<file path="src/shared/aisc_pkg.sv">
// Constants, register layout and carrier types of the acquisition interrupt and scan block
package aisc_pkg;
    // Bus geometry
    localparam int AISC_AW = 8;
    localparam int AISC_DW = 32;
    // Register byte offsets
    localparam logic [7:0] AISC_OFF_CTRL = 8'h00;
    localparam logic [7:0] AISC_OFF_SWTRIG = 8'h04;
    localparam logic [7:0] AISC_OFF_DATA = 8'h08;
    localparam logic [7:0] AISC_OFF_STAT = 8'h0c;
    localparam logic [7:0] AISC_OFF_PEND_CLR = 8'h10;
    localparam logic [7:0] AISC_OFF_PACER_A = 8'h14;
    localparam logic [7:0] AISC_OFF_PACER_B = 8'h18;
    localparam logic [7:0] AISC_OFF_PRETRIG = 8'h1c;
    localparam logic [7:0] AISC_OFF_IRQ_EN = 8'h20;
    localparam logic [7:0] AISC_OFF_IRQ_STAT = 8'h24;
    localparam logic [7:0] AISC_OFF_IRQ_CLR = 8'h28;
    // Control register fields
    localparam int AISC_CTRL_SRC1_LSB = 0;
    localparam int AISC_CTRL_SRC2_LSB = 2;
    localparam int AISC_CTRL_SCAN_BIT = 4;
    localparam int AISC_CTRL_PACER_BIT = 5;
    localparam int AISC_CTRL_CH_LSB = 8;
    localparam logic [15:0] AISC_CTRL_MASK = 16'h0f3f;
    localparam logic [15:0] AISC_CTRL_RST = 16'h0000;
    // Status register fields
    localparam int AISC_ST_PEND1 = 0;
    localparam int AISC_ST_PEND2 = 1;
    localparam int AISC_ST_DREADY = 2;
    localparam int AISC_ST_HALF = 3;
    localparam int AISC_ST_FULL = 4;
    localparam int AISC_ST_BUSY = 5;
    localparam int AISC_ST_CH_LSB = 8;
    localparam int AISC_ST_PTOUT = 12;
    // Pre-trigger register fields
    localparam int AISC_PT_MODE_LSB = 16;
    // Interrupt source codes, first line
    localparam logic [1:0] AISC_SEL1_OFF = 2'h0;
    localparam logic [1:0] AISC_SEL1_EOC = 2'h1;
    localparam logic [1:0] AISC_SEL1_HALF = 2'h2;
    // Interrupt source codes, second line
    localparam logic [1:0] AISC_SEL2_OFF = 2'h0;
    localparam logic [1:0] AISC_SEL2_PACER = 2'h1;
    localparam logic [1:0] AISC_SEL2_EXT = 2'h2;
    // Event bits of the interrupt status register
    localparam int AISC_EV_EOC = 0;
    localparam int AISC_EV_HALF = 1;
    localparam int AISC_EV_PACER = 2;
    localparam int AISC_EV_EXT = 3;
    localparam int AISC_EV_OVR = 4;
    localparam int AISC_NEV = 5;
    // Counter modes and widths
    localparam logic [2:0] AISC_CM_TERM = 3'h0;
    localparam logic [2:0] AISC_CM_ONESHOT = 3'h1;
    localparam logic [2:0] AISC_CM_RATE = 3'h2;
    localparam int AISC_CNT_W = 16;
    localparam logic [15:0] AISC_CNT_ONE = 16'h0001;
    localparam logic [15:0] AISC_DIV_RST = 16'h0000;
    // Converter widths
    localparam int AISC_CH_W = 4;
    localparam int AISC_STD_BITS = 12;
    localparam int AISC_HR_BITS = 16;
    // Conversion sequencer states
    typedef enum logic [2:0] {
        AISC_CV_IDLE = 3'b001,
        AISC_CV_START = 3'b010,
        AISC_CV_WAIT = 3'b100
    } aisc_cv_t;
    // Load request for the pre-trigger counter
    typedef struct packed {
        logic load;
        logic [2:0] mode;
        logic [AISC_CNT_W-1:0] value;
    } aisc_cnt_cfg_t;
    // Byte-lane merge of a bus write into a register image
    function automatic logic [31:0] aisc_merge(input logic [31:0] old, input logic [31:0] wd,
                                               input logic [3:0] sel);
        for (int i = 0; i < 4; i++) begin
            aisc_merge[i*8 +: 8] = sel[i] ? wd[i*8 +: 8] : old[i*8 +: 8];
        end
    endfunction : aisc_merge
endpackage : aisc_pkg

</file>
<file path="src/rtl/aisc_pretrig_cnt.sv">
// Pre-trigger down counter with terminal, one-shot and rate modes
module aisc_pretrig_cnt
    import aisc_pkg::*;
(
    // Clock and reset
    input wire logic clk_i,
    input wire logic rst_i,
    // Load request and count enable
    input wire aisc_cnt_cfg_t cfg_i,
    input wire logic tick_i,
    // Count value and output
    output logic [AISC_CNT_W-1:0] count_o,
    output logic out_o
);
    typedef struct packed {
        logic [2:0] mode;
        logic [AISC_CNT_W-1:0] count;
        logic [AISC_CNT_W-1:0] reload;
        logic run;
        logic out;
    } aisc_cnt_state_t;

    aisc_cnt_state_t s_reg;
    aisc_cnt_state_t s_next;

    // Load wins over counting; a zero load parks the output high
    always_comb begin
        s_next = s_reg;
        if (cfg_i.load) begin
            s_next.mode = cfg_i.mode;
            s_next.count = cfg_i.value;
            s_next.reload = cfg_i.value;
            s_next.run = (cfg_i.value != '0);
            s_next.out = (cfg_i.value == '0);
        end else if (s_reg.run && tick_i) begin
            if (s_reg.count == AISC_CNT_ONE) begin
                s_next.out = 1'b1;
                if (s_reg.mode == AISC_CM_RATE) begin
                    s_next.count = s_reg.reload;
                end else begin
                    s_next.count = '0;
                    s_next.run = 1'b0;
                end
            end else begin
                s_next.count = s_reg.count - AISC_CNT_ONE;
                s_next.out = 1'b0;
            end
        end
    end

    // State register
    always_ff @(posedge clk_i) begin
        if (rst_i) begin
            s_reg <= '0;
        end else begin
            s_reg <= s_next;
        end
    end

    assign count_o = s_reg.count;
    assign out_o = s_reg.out;

    property p_oneshot_zero;
        @(posedge clk_i) disable iff (rst_i)
        cfg_i.load && cfg_i.mode == AISC_CM_ONESHOT && cfg_i.value == '0
            ##1 !cfg_i.load[*2] |-> out_o && count_o == '0;
    endproperty
    a_oneshot_zero: assert property (p_oneshot_zero) else $error("zero one-shot not parked");

    property p_halted_still;
        @(posedge clk_i) disable iff (rst_i)
        out_o && !s_reg.run && !cfg_i.load |=> out_o && $stable(count_o);
    endproperty
    a_halted_still: assert property (p_halted_still) else $error("halted counter moved");
endmodule : aisc_pretrig_cnt

</file>
<file path="src/rtl/aisc_top.sv">
// Acquisition interrupt lines, pacer, conversion sequencer and scan control
// Behaviour
// - Two interrupt lines, each with own select
// - First select: 0 off, 1 EOC, 2 half-full
// - Second select: 0 off, 1 pacer, 2 external
// - Pending request holds and blocks until cleared
// - Per-line pending status reads 0 or 1
// - Pre-trigger count readable without disturbing it
// - One-shot zero count drives output high, halted
// - Half-full visible; full FIFO flags overrun
// - Software trigger converts once; 12-bit result
// - High-resolution variant yields 16-bit result
// - Autoscan steps 0 to last, then wraps
// - Without autoscan, only the configured channel
// - Either pacer divider zero stops pacing
module aisc_top
    import aisc_pkg::*;
#(
    parameter bit HIRES = 1'b0,
    parameter int CH_W = AISC_CH_W
) (
    // Clock and reset
    input wire logic clk_i,
    input wire logic rst_i,
    // Wishbone slave
    input wire logic wb_cyc_i,
    input wire logic wb_stb_i,
    input wire logic wb_we_i,
    input wire logic [AISC_AW-1:0] wb_adr_i,
    input wire logic [3:0] wb_sel_i,
    input wire logic [AISC_DW-1:0] wb_dat_i,
    output logic [AISC_DW-1:0] wb_dat_o,
    output logic wb_ack_o,
    // Interrupt outputs
    output logic irq_o,
    output logic first_irq_line_o,
    output logic second_irq_line_o,
    // Converter pins
    output logic conv_start_o,
    output logic [CH_W-1:0] adc_channel_o,
    input wire logic adc_done_i,
    input wire logic [AISC_HR_BITS-1:0] adc_data_i,
    // Sample FIFO flags, same clock
    input wire logic fifo_half_i,
    input wire logic fifo_full_i,
    // External interrupt pin and pre-trigger output
    input wire logic ext_irq_i,
    output logic pretrig_out_o
);
    typedef struct packed {
        logic ack;
        logic [AISC_DW-1:0] rdat;
        logic [15:0] ctrl;
        logic [CH_W-1:0] scan_ch;
        logic pend1;
        logic pend2;
        logic [AISC_NEV-1:0] irq_en;
        logic [AISC_NEV-1:0] irq_stat;
        logic irq;
        logic [15:0] div_a;
        logic [15:0] div_b;
        logic [15:0] cnt_a;
        logic [15:0] cnt_b;
        logic pacer_tick;
        aisc_cv_t cv;
        logic conv_start;
        logic [CH_W-1:0] adc_ch;
        logic [AISC_HR_BITS-1:0] result;
        logic dready;
        logic half_q;
        logic done_s1;
        logic done_s2;
        logic done_q;
        logic ext_s1;
        logic ext_s2;
        logic ext_q;
        logic [AISC_HR_BITS-1:0] dat_s1;
        logic [AISC_HR_BITS-1:0] dat_s2;
    } aisc_top_state_t;

    aisc_top_state_t s_reg;
    aisc_top_state_t s_next;

    logic req;
    logic wr_now;
    logic rd_now;
    logic wr_ctrl;
    logic wr_sw;
    logic wr_pend_clr;
    logic wr_irq_clr;
    logic wr_pt;
    logic rd_data;
    logic [1:0] src1;
    logic [1:0] src2;
    logic scan_en;
    logic pacer_en;
    logic [CH_W-1:0] last_ch;
    logic done_rise;
    logic ext_rise;
    logic ev_eoc;
    logic start_req;
    logic [AISC_NEV-1:0] ev;
    logic req1;
    logic req2;
    logic [AISC_CNT_W-1:0] pt_count;
    logic pt_out;
    aisc_cnt_cfg_t pt_cfg;
    logic [15:0] status;
    logic [AISC_HR_BITS-1:0] conv_word;

    // Bus strobes; writes and read side effects land on the ack edge
    assign req = wb_cyc_i & wb_stb_i;
    assign wr_now = req & wb_we_i & s_reg.ack;
    assign rd_now = req & ~wb_we_i & s_reg.ack;
    assign wr_ctrl = wr_now && wb_adr_i == AISC_OFF_CTRL;
    assign wr_sw = wr_now && wb_adr_i == AISC_OFF_SWTRIG;
    assign wr_pend_clr = wr_now && wb_adr_i == AISC_OFF_PEND_CLR;
    assign wr_irq_clr = wr_now && wb_adr_i == AISC_OFF_IRQ_CLR;
    assign wr_pt = wr_now && wb_adr_i == AISC_OFF_PRETRIG;
    assign rd_data = rd_now && wb_adr_i == AISC_OFF_DATA;

    // Control fields
    assign src1 = s_reg.ctrl[AISC_CTRL_SRC1_LSB +: 2];
    assign src2 = s_reg.ctrl[AISC_CTRL_SRC2_LSB +: 2];
    assign scan_en = s_reg.ctrl[AISC_CTRL_SCAN_BIT];
    assign pacer_en = s_reg.ctrl[AISC_CTRL_PACER_BIT];
    assign last_ch = s_reg.ctrl[AISC_CTRL_CH_LSB +: CH_W];

    // Edges are taken after the synchronisers, never on the first stage
    assign done_rise = s_reg.done_s2 & ~s_reg.done_q;
    assign ext_rise = s_reg.ext_s2 & ~s_reg.ext_q;
    assign ev_eoc = done_rise && s_reg.cv == AISC_CV_WAIT;
    assign start_req = wr_sw | (pacer_en & s_reg.pacer_tick);

    // Standard variant keeps only the low result bits
    assign conv_word = HIRES ? s_reg.dat_s2
        : {{(AISC_HR_BITS-AISC_STD_BITS){1'b0}}, s_reg.dat_s2[AISC_STD_BITS-1:0]};

    // Event vector feeding both the lines and the sticky status
    always_comb begin
        ev = '0;
        ev[AISC_EV_EOC] = ev_eoc;
        ev[AISC_EV_HALF] = fifo_half_i & ~s_reg.half_q;
        ev[AISC_EV_PACER] = s_reg.pacer_tick;
        ev[AISC_EV_EXT] = ext_rise;
        ev[AISC_EV_OVR] = fifo_full_i;
    end

    // Per-line source decode, independent selects
    assign req1 = (src1 == AISC_SEL1_EOC && ev[AISC_EV_EOC])
        || (src1 == AISC_SEL1_HALF && ev[AISC_EV_HALF]);
    assign req2 = (src2 == AISC_SEL2_PACER && ev[AISC_EV_PACER])
        || (src2 == AISC_SEL2_EXT && ev[AISC_EV_EXT]);

    // Pre-trigger counter counts completed conversions
    assign pt_cfg.load = wr_pt;
    assign pt_cfg.mode = wb_dat_i[AISC_PT_MODE_LSB +: 3];
    assign pt_cfg.value = wb_dat_i[AISC_CNT_W-1:0];

    aisc_pretrig_cnt u_pretrig (
        .clk_i(clk_i),
        .rst_i(rst_i),
        .cfg_i(pt_cfg),
        .tick_i(ev_eoc),
        .count_o(pt_count),
        .out_o(pt_out)
    );

    // Status word
    always_comb begin
        status = '0;
        status[AISC_ST_PEND1] = s_reg.pend1;
        status[AISC_ST_PEND2] = s_reg.pend2;
        status[AISC_ST_DREADY] = s_reg.dready;
        status[AISC_ST_HALF] = fifo_half_i;
        status[AISC_ST_FULL] = fifo_full_i;
        status[AISC_ST_BUSY] = s_reg.cv != AISC_CV_IDLE;
        status[AISC_ST_CH_LSB +: CH_W] = s_reg.scan_ch;
        status[AISC_ST_PTOUT] = pt_out;
    end

    // Next state of the whole block
    always_comb begin
        s_next = s_reg;
        s_next.conv_start = 1'b0;
        s_next.pacer_tick = 1'b0;
        // Synchronisers and edge history
        s_next.done_s1 = adc_done_i;
        s_next.done_s2 = s_reg.done_s1;
        s_next.done_q = s_reg.done_s2;
        s_next.ext_s1 = ext_irq_i;
        s_next.ext_s2 = s_reg.ext_s1;
        s_next.ext_q = s_reg.ext_s2;
        s_next.dat_s1 = adc_data_i;
        s_next.dat_s2 = s_reg.dat_s1;
        s_next.half_q = fifo_half_i;
        // One-cycle ack, answer data captured with it
        s_next.ack = req & ~s_reg.ack;
        if (req && !s_reg.ack) begin
            case (wb_adr_i)
                AISC_OFF_CTRL: s_next.rdat = {16'h0000, s_reg.ctrl};
                AISC_OFF_DATA: s_next.rdat = {16'h0000, s_reg.result};
                AISC_OFF_STAT: s_next.rdat = {16'h0000, status};
                AISC_OFF_PACER_A: s_next.rdat = {16'h0000, s_reg.div_a};
                AISC_OFF_PACER_B: s_next.rdat = {16'h0000, s_reg.div_b};
                AISC_OFF_PRETRIG: s_next.rdat = {16'h0000, pt_count};
                AISC_OFF_IRQ_EN: s_next.rdat = {27'h0000000, s_reg.irq_en};
                AISC_OFF_IRQ_STAT: s_next.rdat = {27'h0000000, s_reg.irq_stat};
                default: s_next.rdat = '0;
            endcase
        end
        // Register writes
        if (wr_ctrl) begin
            s_next.ctrl = AISC_CTRL_MASK & 16'(aisc_merge({16'h0000, s_reg.ctrl}, wb_dat_i,
                                                          wb_sel_i));
            s_next.scan_ch = '0;
        end
        if (wr_now && wb_adr_i == AISC_OFF_PACER_A) begin
            s_next.div_a = 16'(aisc_merge({16'h0000, s_reg.div_a}, wb_dat_i, wb_sel_i));
        end
        if (wr_now && wb_adr_i == AISC_OFF_PACER_B) begin
            s_next.div_b = 16'(aisc_merge({16'h0000, s_reg.div_b}, wb_dat_i, wb_sel_i));
        end
        if (wr_now && wb_adr_i == AISC_OFF_IRQ_EN) begin
            s_next.irq_en = AISC_NEV'(aisc_merge({27'h0000000, s_reg.irq_en}, wb_dat_i,
                                                 wb_sel_i));
        end
        // Pacer: two cascaded dividers, either at zero halts it
        if (!pacer_en || s_reg.div_a == '0 || s_reg.div_b == '0) begin
            s_next.cnt_a = '0;
            s_next.cnt_b = '0;
        end else if (s_reg.cnt_a == s_reg.div_a - AISC_CNT_ONE) begin
            s_next.cnt_a = '0;
            if (s_reg.cnt_b == s_reg.div_b - AISC_CNT_ONE) begin
                s_next.cnt_b = '0;
                s_next.pacer_tick = 1'b1;
            end else begin
                s_next.cnt_b = s_reg.cnt_b + AISC_CNT_ONE;
            end
        end else begin
            s_next.cnt_a = s_reg.cnt_a + AISC_CNT_ONE;
        end
        // Reading the result consumes it; a new result wins
        if (rd_data) begin
            s_next.dready = 1'b0;
        end
        // Conversion sequencer; triggers while busy are dropped
        case (s_reg.cv)
            AISC_CV_IDLE: begin
                if (start_req) begin
                    s_next.cv = AISC_CV_START;
                    s_next.conv_start = 1'b1;
                    s_next.adc_ch = scan_en ? s_reg.scan_ch : last_ch;
                    if (scan_en && !wr_ctrl) begin
                        s_next.scan_ch = (s_reg.scan_ch >= last_ch) ? '0
                            : s_reg.scan_ch + CH_W'(1);
                    end
                end
            end
            AISC_CV_START: begin
                s_next.cv = AISC_CV_WAIT;
            end
            AISC_CV_WAIT: begin
                if (done_rise) begin
                    s_next.cv = AISC_CV_IDLE;
                    s_next.result = conv_word;
                    s_next.dready = 1'b1;
                end
            end
            default: begin
                s_next.cv = AISC_CV_IDLE;
            end
        endcase
        // Pending lines: a raised request holds until the clear write
        if (req1) begin
            s_next.pend1 = 1'b1;
        end else if (wr_pend_clr) begin
            s_next.pend1 = 1'b0;
        end
        if (req2) begin
            s_next.pend2 = 1'b1;
        end else if (wr_pend_clr) begin
            s_next.pend2 = 1'b0;
        end
        // Sticky event status; set wins over a clear in the same cycle
        if (wr_irq_clr && wb_sel_i[0]) begin
            s_next.irq_stat = s_reg.irq_stat & ~wb_dat_i[AISC_NEV-1:0];
        end
        s_next.irq_stat = s_next.irq_stat | ev;
        s_next.irq = |(s_next.irq_stat & s_next.irq_en);
    end

    // State register
    always_ff @(posedge clk_i) begin
        if (rst_i) begin
            s_reg <= '0;
            s_reg.ctrl <= AISC_CTRL_RST;
            s_reg.div_a <= AISC_DIV_RST;
            s_reg.div_b <= AISC_DIV_RST;
            s_reg.cv <= AISC_CV_IDLE;
        end else begin
            s_reg <= s_next;
        end
    end

    // Outputs straight from flops
    assign wb_dat_o = s_reg.rdat;
    assign wb_ack_o = s_reg.ack;
    assign irq_o = s_reg.irq;
    assign first_irq_line_o = s_reg.pend1;
    assign second_irq_line_o = s_reg.pend2;
    assign conv_start_o = s_reg.conv_start;
    assign adc_channel_o = s_reg.adc_ch;
    assign pretrig_out_o = pt_out;

    property p_line1_eoc;
        @(posedge clk_i) disable iff (rst_i)
        src1 == AISC_SEL1_EOC && ev_eoc |=> first_irq_line_o;
    endproperty
    a_line1_eoc: assert property (p_line1_eoc) else $error("EOC did not raise line one");

    property p_line1_off;
        @(posedge clk_i) disable iff (rst_i)
        src1 == AISC_SEL1_OFF && !first_irq_line_o |=> !first_irq_line_o;
    endproperty
    a_line1_off: assert property (p_line1_off) else $error("disabled line one raised");

    property p_line2_pacer;
        @(posedge clk_i) disable iff (rst_i)
        src2 == AISC_SEL2_PACER && s_reg.pacer_tick && src1 == AISC_SEL1_OFF && !first_irq_line_o
            |=> second_irq_line_o && !first_irq_line_o;
    endproperty
    a_line2_pacer: assert property (p_line2_pacer) else $error("pacer missed line two");

    property p_pend_hold;
        @(posedge clk_i) disable iff (rst_i)
        first_irq_line_o && !wr_pend_clr |=> first_irq_line_o;
    endproperty
    a_pend_hold: assert property (p_pend_hold) else $error("pending dropped without clear");

    property p_clear_both;
        @(posedge clk_i) disable iff (rst_i)
        wr_pend_clr && !req1 && !req2 |=> !first_irq_line_o && !second_irq_line_o;
    endproperty
    a_clear_both: assert property (p_clear_both) else $error("clear left a line pending");

    property p_stat_read;
        @(posedge clk_i) disable iff (rst_i)
        req && !wb_we_i && !wb_ack_o && wb_adr_i == AISC_OFF_STAT
            |=> wb_ack_o && wb_dat_o[1:0] == $past({s_reg.pend2, s_reg.pend1});
    endproperty
    a_stat_read: assert property (p_stat_read) else $error("status read wrong");

    property p_count_read;
        @(posedge clk_i) disable iff (rst_i)
        req && !wb_we_i && !wb_ack_o && wb_adr_i == AISC_OFF_PRETRIG
            |=> wb_dat_o[AISC_CNT_W-1:0] == $past(pt_count);
    endproperty
    a_count_read: assert property (p_count_read) else $error("count read wrong");

    property p_pacer_zero;
        @(posedge clk_i) disable iff (rst_i)
        (s_reg.div_a == '0 || s_reg.div_b == '0) |=> !s_reg.pacer_tick;
    endproperty
    a_pacer_zero: assert property (p_pacer_zero) else $error("pacer ticked at zero");

    property p_scan_wrap;
        @(posedge clk_i) disable iff (rst_i)
        s_reg.cv == AISC_CV_IDLE && start_req && scan_en && !wr_ctrl
            && s_reg.scan_ch == last_ch |=> s_reg.scan_ch == '0 && conv_start_o;
    endproperty
    a_scan_wrap: assert property (p_scan_wrap) else $error("scan did not wrap");

    property p_single_ch;
        @(posedge clk_i) disable iff (rst_i)
        conv_start_o && !scan_en && $past(!wr_ctrl) |-> adc_channel_o == last_ch;
    endproperty
    a_single_ch: assert property (p_single_ch) else $error("wrong fixed channel");

    property p_result;
        @(posedge clk_i) disable iff (rst_i)
        ev_eoc |=> s_reg.dready && s_reg.result == $past(conv_word)
            && (HIRES || s_reg.result[AISC_HR_BITS-1:AISC_STD_BITS] == '0);
    endproperty
    a_result: assert property (p_result) else $error("result not captured");

    property p_overrun;
        @(posedge clk_i) disable iff (rst_i)
        fifo_full_i |=> s_reg.irq_stat[AISC_EV_OVR]
            ##1 (s_reg.irq_stat[AISC_EV_OVR] || $past(wr_irq_clr));
    endproperty
    a_overrun: assert property (p_overrun) else $error("overrun not flagged");
endmodule : aisc_top

</file>
<file path="config.mk">
export PLATFORM = sky130hd
export DESIGN_NAME = aisc_top
export DESIGN_NICKNAME = d
export VERILOG_FILES = /design/src/shared/aisc_pkg.sv /design/src/rtl/aisc_pretrig_cnt.sv /design/src/rtl/aisc_top.sv
export SDC_FILE = /design/constraint.sdc
export NUM_CORES = 1
export LEC_CHECK = 0
export BUFFER_PORTS_ARGS = -buffer_cell sky130_fd_sc_hd__buf_2
export CORE_MARGIN = 1.5
export CORE_UTILIZATION = 45
export DETAILED_ROUTE_END_ITERATION = 10
export PLACE_DENSITY = 0.7
export SLEW_MARGIN = 20
export SYNTH_ARGS = -nofsm -noshare
export SYNTH_HDL_FRONTEND = slang
export SYNTH_HIERARCHICAL = 1
export SYNTH_SLANG_ARGS = --single-unit
</file>
<file path="constraint.sdc">
create_clock -name clk_i -period 3.3 [get_ports clk_i]
set_clock_uncertainty 0.05 [all_clocks]
set_input_delay 0.495 -clock clk_i [delete_from_list [all_inputs] [get_ports clk_i]]
set_output_delay 0.495 -clock clk_i [all_outputs]
set_load 0.01 [all_outputs]
</file>
==> impl_summary.txt <==
----------------------------------------------------
[Worst setup path]
  Worst setup SP type ... register
  Crit path max-delay cell type ... sky130_fd_sc_hd__or4b_1
  Critical path cell sequence ... inv_1 > ha_1 > or4b_4 > a2111oi_4 > a311oi_1 > or4b_1 > or2_4 > or4_4 > a21oi_2
  Top fanout value on the critical path ... 7
  Delay of the slowest critical-path stage ... 0.58 ns
  Largest delay contributor family on the critical path ... simple AND/OR/NAND/NOR gates
  Worst path buffer plus inverter count ... 1
  Kind of capture point of the worst setup path ... register
  Critical Path RT ... 3.64 ns
  Worst path arrival time ... 3.52 ns
  Critical setup path kind ... register to register

[Routing]
  Post-detailed-routing wire length ... 28.4 mm
  Average via count per standard cell ... 5.93
  Antenna violation net count after detailed routing ... 0
  Routed length per placed instance ... 18.5 um
  Number of design rule violations left after detail routing ... 5
  DRT Pass-1 Iters ... 11
  Total via count in the routed design ... 9084
  Iteration-0 DRC Markers ... between 1k and 1.5k

[Synth]
  Most area-consuming cells after synthesis ... sky130_fd_sc_hd__dfxtp_1 39%, sky130_fd_sc_hd__nor2_1 4.8%, sky130_fd_sc_hd__a21oi_1 4.3%
  Avg Cell Area, Syn ... ~8.4 um2
  Cell taking the most area after synthesis ... sky130_fd_sc_hd__dfxtp_1
  Count of flip-flops with a built-in enable after synthesis ... 0
  Fraction of synthesized cell area taken by the top area cell type ... 0.390
  Distinct cell type count after synthesis ... 81
  Flop and latch count out of synthesis ... 198
  Number of instances in the synthesized netlist ... around 1.2k
  Seq/Total Area, Yosys ... 0.390
  Cell Area, Synth ... 0.0102 mm2
  Cell with the most instances after synthesis ... sky130_fd_sc_hd__dfxtp_1
  Proportion of register bits with asynchronous set or reset after synthesis ... 0
  Most common flop cell mapped by yosys ... sky130_fd_sc_hd__dfxtp_1
  Most common library cells after synthesis ... 198 x sky130_fd_sc_hd__dfxtp_1, 130 x sky130_fd_sc_hd__nor2_1, 109 x sky130_fd_sc_hd__nand2_1
  Synthesis warning total ... 6

[Outcome]
  Violated checks ... DRC
  Result of the run ... finished with violations

[GRT]
  Initial antenna violation count ... 0
  Maximum number of pins on one net before global-route repair ... 55
  Number of global-route vias before repair ... between 8k and 9k
  Grt ovf ... 0
  First-pass GRT wire length ... 45.3 mm
  Aggregate global-route resource usage ... 0.243

[Place]
  Pre-CTS setup slack ... 0.130 ns
  Count of placed standard cells including taps ... 1501
  DP Wirelength ... slightly above 20 mm
  Port buffer count ... 75
  Final weighted congestion in routability-driven placement ... 0.949

[Pwr]
  Pleak ... 4.31 nW
  Power per standard cell area ... 425 mW/mm2
  Peak supply drop ... 0.353 mV

[Timing]
  Unrepaired setup endpoints after global routing ... no
  Setup violators final ... 0
  Least-Margin Pin Slew ... around 0.84 ns
  Relative slew slack ... 0.432
  Pins over their slew limit ... 0
  Clock period minus worst slack ... 3.18 ns
  Max frequency ... 315 MHz
  Minimum setup slack in the final design ... roughly 0.12 ns
  Hold Fails Final Rpt ... 0
  Setup TNS ... 0 ns
  Ratio of final minimum period to clock period ... 0.963

[Final layout]
  Number of flip-flops under the largest register name ... 102
  Layout net count ... 1320
  Share of final-layout standard cells stronger than drive strength 1 ... 0.144
  Number of antenna repair diodes ... 0
  Signed area change from the synthesized netlist to the final layout ... 10.1%
  Cell Count, Final, Fillers Out ... 1533

[Floorplan]
  Standard-cell rows ... 54
  Starting utilization of the core area ... 0.463
  Die Outline Area ... 0.0235 mm2
  X dimension of the die ... 153 um
  Die Span Y ... approximately 150 um
  Area inside the core boundary ... ~0.022 mm2
  Top Ports ... 111

[Clock network]
  # resized after CTS ... 0
  Clock transition at the register clock pins on the worst setup and hold paths after CTS ... roughly 0.080 ns
  Post-CTS Setup Repair Bufs ... 0
  TritonCTS sink count ... 198
  Number of buffers created by CTS ... 17
  Root buffer selected by CTS ... sky130_fd_sc_hd__clkbuf_16
  Bufs on Longest Clock Path ... 2
  H-tree depth reported by CTS ... 4
  Clock latency of the later-clocked register in the worst-skew pair ... 0.45 ns
  Number of hold buffers added after CTS ... 0
  TritonCTS clock tree ... done

[Min path]
  Min-Delay Path Class ... primary input to register

[Flow run]
  Number of maximum-capacitance constraint violations ... 0

----------------------------------------------------
-- placed cells by master (no fill, tap or decap), types with 21 or more instances in the layout --
cell type,n
sky130_fd_sc_hd__a21oi_1,88
sky130_fd_sc_hd__a22oi_1,35
sky130_fd_sc_hd__buf_2,74
sky130_fd_sc_hd__buf_4,41
sky130_fd_sc_hd__dfxtp_1,198
sky130_fd_sc_hd__inv_1,24
sky130_fd_sc_hd__mux2i_1,42
sky130_fd_sc_hd__nand2_1,109
sky130_fd_sc_hd__nand3_1,59
sky130_fd_sc_hd__nand4_1,21
sky130_fd_sc_hd__nor2_1,129
sky130_fd_sc_hd__nor2b_1,41
sky130_fd_sc_hd__nor3_1,27
sky130_fd_sc_hd__xnor2_1,36
sky130_fd_sc_hd__xor2_1,26
-- report_power, final --
part / internal (mW) / switching [mW] / total [mW]
sequential: 2.42 / 0.0130 / 2.43
clock: 1.06 / 1.08 / 2.14
combinational: 0.0591 / 0.124 / 0.183
-- per-layer routing --
layer  global-route usage  part of all wire
met5                    0                 0
met1                0.329              0.44
met2                0.384              0.45
met3               0.0383             0.077
met4                0.106             0.036
-- path summary, 6_finish.rpt --
kind / cells after the start / slack (ns) / startpoint / to
hold reg to reg: 1 / 0.39 / s_next[1] / conv_word[1]
setup / recovery: 9 / 0.12 / s_reg[114] / s_reg[75]
hold / removal: 2 / 0.20 / adc_data_i[1] / s_next[1]
setup reg to reg: 9 / 0.12 / s_reg[114] / s_reg[75]
-- area by class of cell --
type	instances	area [um2]
fill	2073	10800
multi-input combinational	884	5500
sequential	198	3960
timing repair buffer	115	678
clock buffer	19	453
tap	280	350
clock inverter	13	154
inverter	24	90.1
-- stage by stage --
stage          power [mW]  utilization  hold WS, ns  area [um2]
2_1_floorplan        2.60            -        0.364       10200
3_3_place_gp         2.67        0.482        0.367       10600
3_5_place_dp         2.67        0.482        0.375       10600
4_1_cts              4.77        0.509        0.189       11200
5_1_grt              4.89        0.510        0.199       11200
6_report             4.75        0.510        0.197       11200
-- worst register-to-register path: stages (launching register included) --
cell and delay (ns):
sky130_fd_sc_hd__dfxtp_1 0.31, sky130_fd_sc_hd__inv_1 0.05, sky130_fd_sc_hd__ha_1 0.25, sky130_fd_sc_hd__or4b_4 0.56
sky130_fd_sc_hd__a2111oi_4 0.33, sky130_fd_sc_hd__a311oi_1 0.10, sky130_fd_sc_hd__or4b_1 0.58, sky130_fd_sc_hd__or2_4 0.28
sky130_fd_sc_hd__or4_4 0.48, sky130_fd_sc_hd__a21oi_2 0.13
-- cells by family (layout without fill, tap and decap cells) --
logic type | after synthesis | count (layout) | synth area share
AND/OR/NAND/NOR | 511 | 511 | 0.261
AO/OA/AOI/OAI | 241 | 241 | 0.162
flip-flops | 198 | 198 | 0.390
buffers and inverters | 140 | 171 | 0.0754
XOR/XNOR | 63 | 63 | 0.0558
multiplexers | 42 | 42 | 0.0414
adder cells (fa/ha/maj) | 11 | 11 | 0.0135
other | 1 | 16 | 0.000369
Note: power is estimated with default switching activity, not from simulation.
